File: src/pkg/isc_defs.svh
`ifndef ISC_DEFS_SVH
`define ISC_DEFS_SVH

// register word addresses on the plain register port
`define ISC_ADDR_RELOAD 8'h00
`define ISC_ADDR_BUFFER 8'h04
`define ISC_ADDR_CTRL2 8'h08
`define ISC_ADDR_FLAGS 8'h0c
`define ISC_ADDR_MASK 8'h10
`define ISC_ADDR_LINES 8'h14

// serial_control_two bit positions
`define ISC_CTL_START 0
`define ISC_CTL_RESTART 1
`define ISC_CTL_STOP 2
`define ISC_CTL_ACK 3
`define ISC_CTL_ACKDT 5
`define ISC_CTL_EN_MASK 8'h0f

// flag and mask bit positions
`define ISC_FLG_COLL 0
`define ISC_FLG_EVT 1

// line status bit positions
`define ISC_LN_SDA 0
`define ISC_LN_SCL 1
`define ISC_LN_BUSY 2

// reset values
`define ISC_RELOAD_RST 8'h13
`define ISC_BYTE_ZERO 8'h00

// instruction cycle period and system clock period, in ns
`define ISC_INSTR_NS 500
`define ISC_SYS_NS 8
`define ISC_INSTR_DIV (`ISC_INSTR_NS / `ISC_SYS_NS)

`endif

File: src/pkg/isc_pkg.sv
package isc_pkg;

  typedef struct packed {
    logic scl;
    logic sda;
  } isc_line_t;

  typedef enum logic [4:0] {
    ST_IDLE,
    ST_ST_CNT1,
    ST_ST_CNT2,
    ST_RS_SDA,
    ST_RS_CNT1,
    ST_RS_SCLH,
    ST_RS_CNT2,
    ST_RS_CNT3,
    ST_SP_SDAL,
    ST_SP_SCLH,
    ST_SP_CNT1,
    ST_SP_CNT2,
    ST_AK_CNT1,
    ST_AK_SCLH,
    ST_AK_CNT2,
    ST_BUF_CNT
  } isc_state_t;

endpackage : isc_pkg

File: src/hw/isc_master_core.sv
// Design decisions made here: the address-and-strobe port and the register offsets.
`timescale 1ns/1ps
`include "isc_defs.svh"

module isc_master_core #(
  parameter int INSTR_DIV = `ISC_INSTR_DIV
) (
  // clock and reset
  input wire logic clk_sys_in,
  input wire logic rst_n_in,
  // register port
  input wire logic [7:0] reg_addr_in,
  input wire logic [7:0] reg_wdata_in,
  input wire logic reg_wr_in,
  input wire logic reg_rd_in,
  output logic [7:0] reg_rdata_out,
  // open-drain bus lines
  input wire isc_pkg::isc_line_t line_in,
  output isc_pkg::isc_line_t line_out,
  output isc_pkg::isc_line_t line_oe_out,
  // interrupt
  output logic irq_out
);

  // line synchronisers: a level counts once stages two and three agree
  isc_pkg::isc_line_t sync1_q, sync2_q, sync3_q, filt_q;
  always_ff @(posedge clk_sys_in or negedge rst_n_in) begin
    if (!rst_n_in) begin
      sync1_q <= '1;
      sync2_q <= '1;
      sync3_q <= '1;
      filt_q <= '1;
    end else begin
      sync1_q <= line_in;
      sync2_q <= sync1_q;
      sync3_q <= sync2_q;
      if (sync2_q.scl == sync3_q.scl) filt_q.scl <= sync3_q.scl;
      if (sync2_q.sda == sync3_q.sda) filt_q.sda <= sync3_q.sda;
    end
  end
  wire logic scl_f = filt_q.scl;
  wire logic sda_f = filt_q.sda;

  // instruction cycle tick
  logic [15:0] div_q;
  wire logic tick = (div_q == 16'(INSTR_DIV - 1));
  always_ff @(posedge clk_sys_in or negedge rst_n_in) begin
    if (!rst_n_in) div_q <= '0;
    else if (tick) div_q <= '0;
    else div_q <= div_q + 16'h0001;
  end

  // registers
  logic [7:0] reload_q, buffer_q, ctrl_q, flags_q, mask_q;
  isc_pkg::isc_state_t state_q, state_d;
  logic sda_drv_q, sda_drv_d, scl_drv_q, scl_drv_d;
  logic [7:0] cnt_q;
  logic load, coll, done;

  wire logic idle = (state_q == isc_pkg::ST_IDLE);
  wire logic wr_reload = reg_wr_in && (reg_addr_in == `ISC_ADDR_RELOAD);
  wire logic wr_buffer = reg_wr_in && (reg_addr_in == `ISC_ADDR_BUFFER);
  wire logic wr_ctrl = reg_wr_in && (reg_addr_in == `ISC_ADDR_CTRL2);
  wire logic wr_flags = reg_wr_in && (reg_addr_in == `ISC_ADDR_FLAGS);
  wire logic wr_mask = reg_wr_in && (reg_addr_in == `ISC_ADDR_MASK);

  wire logic run = !idle && (state_q != isc_pkg::ST_RS_SDA) &&
                   (state_q != isc_pkg::ST_RS_SCLH) && (state_q != isc_pkg::ST_SP_SDAL) &&
                   (state_q != isc_pkg::ST_SP_SCLH) && (state_q != isc_pkg::ST_AK_SCLH);
  wire logic expire = run && tick && (cnt_q == `ISC_BYTE_ZERO);

  wire logic go_start = idle && ctrl_q[`ISC_CTL_START];
  wire logic go_restart = idle && ctrl_q[`ISC_CTL_RESTART];
  wire logic go_stop = idle && ctrl_q[`ISC_CTL_STOP];
  wire logic go_ack = idle && ctrl_q[`ISC_CTL_ACK];

  // sequence control
  always_comb begin
    state_d = state_q;
    sda_drv_d = sda_drv_q;
    scl_drv_d = scl_drv_q;
    load = 1'b0;
    coll = 1'b0;
    done = 1'b0;
    case (state_q)
      isc_pkg::ST_IDLE: begin
        if (go_start) begin
          load = 1'b1;
          state_d = isc_pkg::ST_ST_CNT1;
        end else if (go_restart) begin
          sda_drv_d = 1'b0;
          state_d = isc_pkg::ST_RS_SDA;
        end else if (go_stop) begin
          sda_drv_d = 1'b1;
          state_d = isc_pkg::ST_SP_SDAL;
        end else if (go_ack) begin
          scl_drv_d = 1'b1;
          sda_drv_d = !ctrl_q[`ISC_CTL_ACKDT];
          load = 1'b1;
          state_d = isc_pkg::ST_AK_CNT1;
        end else if (wr_buffer) begin
          load = 1'b1;
          state_d = isc_pkg::ST_BUF_CNT;
        end
      end
      isc_pkg::ST_ST_CNT1: begin
        if (expire) begin
          sda_drv_d = 1'b1;
          load = 1'b1;
          state_d = isc_pkg::ST_ST_CNT2;
        end
      end
      isc_pkg::ST_ST_CNT2: begin
        if (expire) begin
          scl_drv_d = 1'b1;
          done = 1'b1;
        end
      end
      isc_pkg::ST_RS_SDA: begin
        if (sda_f) begin
          load = 1'b1;
          state_d = isc_pkg::ST_RS_CNT1;
        end
      end
      isc_pkg::ST_RS_CNT1: begin
        if (expire) begin
          scl_drv_d = 1'b0;
          state_d = isc_pkg::ST_RS_SCLH;
        end
      end
      isc_pkg::ST_RS_SCLH: begin
        if (scl_f && !sda_f) begin
          coll = 1'b1;
        end else if (scl_f) begin
          load = 1'b1;
          state_d = isc_pkg::ST_RS_CNT2;
        end
      end
      isc_pkg::ST_RS_CNT2: begin
        // another master pulling data low here is ignored
        if (!scl_f && !sda_drv_q) begin
          coll = 1'b1;
        end else if (expire) begin
          sda_drv_d = 1'b1;
          load = 1'b1;
          state_d = isc_pkg::ST_RS_CNT3;
        end
      end
      isc_pkg::ST_RS_CNT3: begin
        if (expire) begin
          scl_drv_d = 1'b1;
          done = 1'b1;
        end
      end
      isc_pkg::ST_SP_SDAL: begin
        if (!sda_f) begin
          scl_drv_d = 1'b0;
          state_d = isc_pkg::ST_SP_SCLH;
        end
      end
      isc_pkg::ST_SP_SCLH: begin
        if (scl_f) begin
          load = 1'b1;
          state_d = isc_pkg::ST_SP_CNT1;
        end
      end
      isc_pkg::ST_SP_CNT1: begin
        if (!scl_f) begin
          coll = 1'b1;
        end else if (expire) begin
          sda_drv_d = 1'b0;
          load = 1'b1;
          state_d = isc_pkg::ST_SP_CNT2;
        end
      end
      isc_pkg::ST_SP_CNT2: begin
        if (!scl_f && !sda_f) begin
          coll = 1'b1;
        end else if (expire && !sda_f) begin
          coll = 1'b1;
        end else if (expire) begin
          done = 1'b1;
        end
      end
      isc_pkg::ST_AK_CNT1: begin
        if (expire) begin
          scl_drv_d = 1'b0;
          state_d = isc_pkg::ST_AK_SCLH;
        end
      end
      isc_pkg::ST_AK_SCLH: begin
        if (scl_f) begin
          load = 1'b1;
          state_d = isc_pkg::ST_AK_CNT2;
        end
      end
      isc_pkg::ST_AK_CNT2: begin
        if (expire) begin
          scl_drv_d = 1'b1;
          sda_drv_d = 1'b0;
          done = 1'b1;
        end
      end
      isc_pkg::ST_BUF_CNT: begin
        if (expire) done = 1'b1;
      end
      default: state_d = isc_pkg::ST_IDLE;
    endcase
    if (coll) begin
      sda_drv_d = 1'b0;
      scl_drv_d = 1'b0;
      state_d = isc_pkg::ST_IDLE;
    end else if (done) begin
      state_d = isc_pkg::ST_IDLE;
    end
  end

  // enable bits: software sets only while idle, hardware clears on end or abort
  wire logic [7:0] ctrl_en_mask = `ISC_CTL_EN_MASK;
  logic [7:0] ctrl_d;
  always_comb begin
    ctrl_d = ctrl_q;
    if (wr_ctrl && idle) ctrl_d = reg_wdata_in;
    else if (wr_ctrl) ctrl_d = (reg_wdata_in & ~ctrl_en_mask) | (ctrl_q & ctrl_en_mask);
    if (coll || done) ctrl_d = ctrl_d & ~ctrl_en_mask;
  end

  // sticky flags, write one to clear, hardware set wins
  wire logic [7:0] flag_set = {6'h00, done, coll};
  wire logic [7:0] flag_clr = wr_flags ? reg_wdata_in : `ISC_BYTE_ZERO;
  wire logic [7:0] flags_d = (flags_q & ~flag_clr) | flag_set;

  always_ff @(posedge clk_sys_in or negedge rst_n_in) begin
    if (!rst_n_in) begin
      state_q <= isc_pkg::ST_IDLE;
      sda_drv_q <= 1'b0;
      scl_drv_q <= 1'b0;
      ctrl_q <= `ISC_BYTE_ZERO;
      flags_q <= `ISC_BYTE_ZERO;
    end else begin
      state_q <= state_d;
      sda_drv_q <= sda_drv_d;
      scl_drv_q <= scl_drv_d;
      ctrl_q <= ctrl_d;
      flags_q <= flags_d;
    end
  end

  // writes to a buffer while busy are dropped
  always_ff @(posedge clk_sys_in or negedge rst_n_in) begin
    if (!rst_n_in) begin
      reload_q <= `ISC_RELOAD_RST;
      buffer_q <= `ISC_BYTE_ZERO;
      mask_q <= `ISC_BYTE_ZERO;
    end else begin
      if (wr_reload) reload_q <= reg_wdata_in;
      if (wr_buffer && idle) buffer_q <= reg_wdata_in;
      if (wr_mask) mask_q <= reg_wdata_in;
    end
  end

  // rate counter: reload+1 instruction cycles per phase, two phases per period
  always_ff @(posedge clk_sys_in or negedge rst_n_in) begin
    if (!rst_n_in) cnt_q <= `ISC_BYTE_ZERO;
    else if (load) cnt_q <= reload_q;
    else if (run && tick && cnt_q != `ISC_BYTE_ZERO) cnt_q <= cnt_q - 8'h01;
  end

  // read path, data one cycle after the strobe
  wire logic [7:0] lines_rd = {5'h00, !idle, scl_f, sda_f};
  wire logic [7:0] rd_mux =
    (reg_addr_in == `ISC_ADDR_RELOAD) ? reload_q :
    (reg_addr_in == `ISC_ADDR_BUFFER) ? buffer_q :
    (reg_addr_in == `ISC_ADDR_CTRL2) ? ctrl_q :
    (reg_addr_in == `ISC_ADDR_FLAGS) ? flags_q :
    (reg_addr_in == `ISC_ADDR_MASK) ? mask_q :
    (reg_addr_in == `ISC_ADDR_LINES) ? lines_rd : `ISC_BYTE_ZERO;
  always_ff @(posedge clk_sys_in or negedge rst_n_in) begin
    if (!rst_n_in) reg_rdata_out <= `ISC_BYTE_ZERO;
    else if (reg_rd_in) reg_rdata_out <= rd_mux;
    else reg_rdata_out <= `ISC_BYTE_ZERO;
  end

  assign line_out = '0;
  assign line_oe_out.scl = scl_drv_q;
  assign line_oe_out.sda = sda_drv_q;
  assign irq_out = |(flags_q & mask_q);
endmodule : isc_master_core

File: config.mk
export PLATFORM = sky130hd
export DESIGN_NAME = isc_master_core
export DESIGN_NICKNAME = d
export VERILOG_FILES = /design/src/pkg/isc_pkg.sv /design/src/hw/isc_master_core.sv
export VERILOG_INCLUDE_DIRS = /design/src /design/src/pkg
export SDC_FILE = /design/constraint.sdc
export NUM_CORES = 1
export LEC_CHECK = 0
export ABC_AREA = 0
export BUFFER_PORTS_ARGS = -buffer_cell sky130_fd_sc_hd__buf_2
export CORE_MARGIN = 1.5
export CORE_UTILIZATION = 35
export DETAILED_ROUTE_END_ITERATION = 16
export MAX_ROUTING_LAYER = met4
export SYNTH_ARGS = -nofsm -noshare
export SYNTH_HDL_FRONTEND = slang
export SYNTH_SLANG_ARGS = --single-unit
File: constraint.sdc
create_clock -name clk_sys_in -period 5.7 [get_ports clk_sys_in]
set_input_delay 0.855 -clock clk_sys_in [delete_from_list [all_inputs] [get_ports clk_sys_in]]
set_output_delay 0.855 -clock clk_sys_in [all_outputs]
set_load 0.1 [all_outputs]
==> metrics <==
Die W=118 um; Synth warnings=0; metal3 WL=421 um; Routed Antenna Nets=0; Clock power frac=46.3%; Final setup viols=0; Final Hold Fails=0; number of clock sinks=86; Clk Tree Root Cell=clkbuf_16; DRT iter0 DRCs=115; Worst Setup Slack, final=2.80 ns; final worst-path cycle share=50.8%; max-slew violation count=0; Sequential Power Share=49.3%; die area=0.0139 mm2; leak pwr=2.31 nW; Critical Path Start Type=primary input; met2 wire len=5280 um; worst-path fanout max=9; global-route wire length before repair=18000 um; DP HPWL=7740 um; clk_skew=0.00629 ns; Area growth syn-to-layout=12.4%; H-tree Lvls=3; Syn Area/Cell=10.1 um2; Core Region=0.0127 mm2; kind of critical path=in -> reg; type of the tightest min-delay check=reg -> reg; port bufs=32; # resized after CTS=0; initial antenna violation count=0; Post-Synthesis Cells=454; vias per cell=5.48; RSZ-0062 raised after global routing=no; required time of the worst setup path=5.90 ns; register area share after synthesis=47.0%; Hold Buf Count CTS=0; Post-Route WL=10800 um; Synth async-reset ratio=100%; Crit. End Element=flop; top-area cell type share of the netlist area=40.8%; FP Rows=41; largest net degree at the start of global routing=87; layout cell share with drive strength beyond 1=21.2%; drt wl/cell=16.7 um; post-route setup TNS=0 ns; All-Layer GR Usage=16.7%; CP arrival=3.10 ns; dpl ws=2.54 ns; outcome=complete, no violations; CP peak stage delay=0.55 ns; routability cong.=0.893; Top Layer Used=met4; count of different cell masters after synthesis=67; clock buffer depth=2; Int Power=1.01 mW; Worst path slowest cell=nor3b_2; drt pass-1 iters=4; Post-synth top flop=dfrtp_1; grt ovf=0; CTS Buf Count=9; Post-synth EDFFs=0; boundary pin count=35; Tmin final=2.90 ns; Post-CTS Setup Bufs=0; measured slew at the worst slew-check pin=1.05 ns; Seq cells post-synth=86; total of max-cap violations=0; PD cells=250 mW/mm2; peak supply drop=123 uV; Mapped Area=0.00460 mm2; fin nets=497; vias in the first global route=3469; switching share of power=22.1%; Starting Density=36.2%; # DRC=0; Comb pwr share=4.5%; Clock transition at path regs=0.06 ns; Vias=3556; Most common cell on crit path=nor2_1; top area cells in the synthesized netlist=dfrtp_1, mux2_2, dfstp_2; Routed met1 length=4900 um; die height=118 um; crit-path cells=buf_2 > nor4_1 > nor3b_2 > nand3_1 > nor2_1 > mux2i_1 > nor2_1; relative slew slack=30.0%; later-pin clock latency in the skew report=0.34 ns; Synth area leader=dfrtp_1; maximum clock frequency=345 MHz; ANT cells=0; P_sw=0.286 mW; TritonCTS clock tree=built
[Yosys cell counts, types with 6 or more instances]
library cell and number:
nor4_1 7, nor2_1 37, dfrtp_1 75, nand2b_1 15, mux2i_1 11, o21ai_0 22
mux2_2 31, dfstp_2 11, nand3_1 13, nor2b_1 6, xnor2_1 15, a22oi_1 13
a21oi_1 16, nor3_1 14, nand2_1 35, and3_1 7, a21boi_0 10, inv_1 10
clkbuf_1 19
[layer usage]
| metal | vias to the layer above | track usage [%] |
|---|---|---|
| met4 | 0 | 7.32 |
| met5 | - | - |
| met3 | 24 | 2.86 |
| met1 | 1764 | 21.7 |
| met2 | 85 | 25.8 |
| li1 | 1683 | - |
[kinds of logic after synthesis]
| logic type | synth area share, % |
|---|---|
| other | 0.0814 |
| adders and majority gates | 1.25 |
| AOI/OAI and AO/OA | 16.1 |
| xor gates and xnor gates | 3.42 |
| buffers and inverters | 3.45 |
| and+or+nand+nor | 18.7 |
| DFF | 47.0 |
| muxes | 9.97 |
[critical path, delay by kind of cell]
family	cells	cell delay, ns
multiplexers	1	0.25
buffers and inverters	1	0.10
AND/OR/NAND/NOR	5	1.88
[through the flow]
stage	util (%)	hold WS, ns	cell area (um2)	instances	power [mW]
after global placement	38.2	0.353	4860	633	0.706
after global routing	40.7	0.365	5170	649	1.35
final	40.7	0.358	5170	649	1.29
after floorplan	-	0.345	4610	455	0.673
after detailed placement	38.2	0.351	4860	633	0.707
after CTS	40.7	0.360	5170	649	1.32
[worst paths after layout]
path                                 from     endpoint  slack, ns  depth (start not counted)
setup / recovery           reg_addr_in[4]    ctrl_q[0]       2.80                          7
hold / removal                 sync1_q[1]   sync2_q[1]       0.36                          0
setup reg to reg                 cnt_q[0]     cnt_q[2]       2.87                          8
hold reg to reg                sync1_q[1]   sync2_q[1]       0.36                          0
max in group asynchronous        rst_n_in   state_q[1]       4.32                          1
min in group asynchronous        rst_n_in  reload_q[5]       0.71                          1
[placed cells by master (no fill, tap or decap), types with 2 or more instances in the layout]
master,instances
and2_1,4
conb_1,2
inv_1,10
clkbuf_8,2
buf_2,31
or4_1,2
a221oi_1,2
and3_1,7
o22ai_1,4
a211oi_1,3
nor2_1,37
nor4_1,7
a32o_1,4
nand2_1,35
nor2b_1,6
xor2_1,3
maj3_1,2
mux2_2,31
dfstp_2,11
a21boi_0,10
xnor2_1,15
ha_1,3
o21ai_0,22
a41oi_1,2
a211o_1,4
o21a_1,5
a22oi_1,13
o211ai_1,3
nor4b_1,2
nand3_1,13
clkbuf_16,9
and4_1,3
nor3_1,14
nand4_1,4
mux2i_1,11
a21oi_1,16
dfrtp_1,75
clkinvlp_4,2
nand2b_1,15
o31ai_1,3
[power by group through the flow]
stage	Clock (mW)	Combinational [mW]	Sequential, mW
floorplan	0	0.0327	0.641
global placement	0	0.0579	0.649
detailed placement	0	0.0586	0.649
CTS	0.621	0.0589	0.638
global route	0.645	0.0639	0.639
finish	0.599	0.0577	0.638
[flip-flops by register name, summed over array words and instances (netlist names), 2 cells and up]
register and cells:
buffer_q 8, cnt_q 8, ctrl_q 8, div_q 16, flags_q 8, mask_q 8
reg_rdata_out 8, reload_q 8, state_q 4, sync1_q 2, sync2_q 2, sync3_q 2
[cell type report]
class | count | area, um2
inverters | 10 | 37.5
well taps | 172 | 215
clock inverters | 4 | 53.8
repair buffers | 32 | 163
multi-input cells | 333 | 2280
clock buffers | 12 | 256
flip-flops and latches | 86 | 2170
fillers | 1291 | 7550
(Power assumes the default switching activity.)
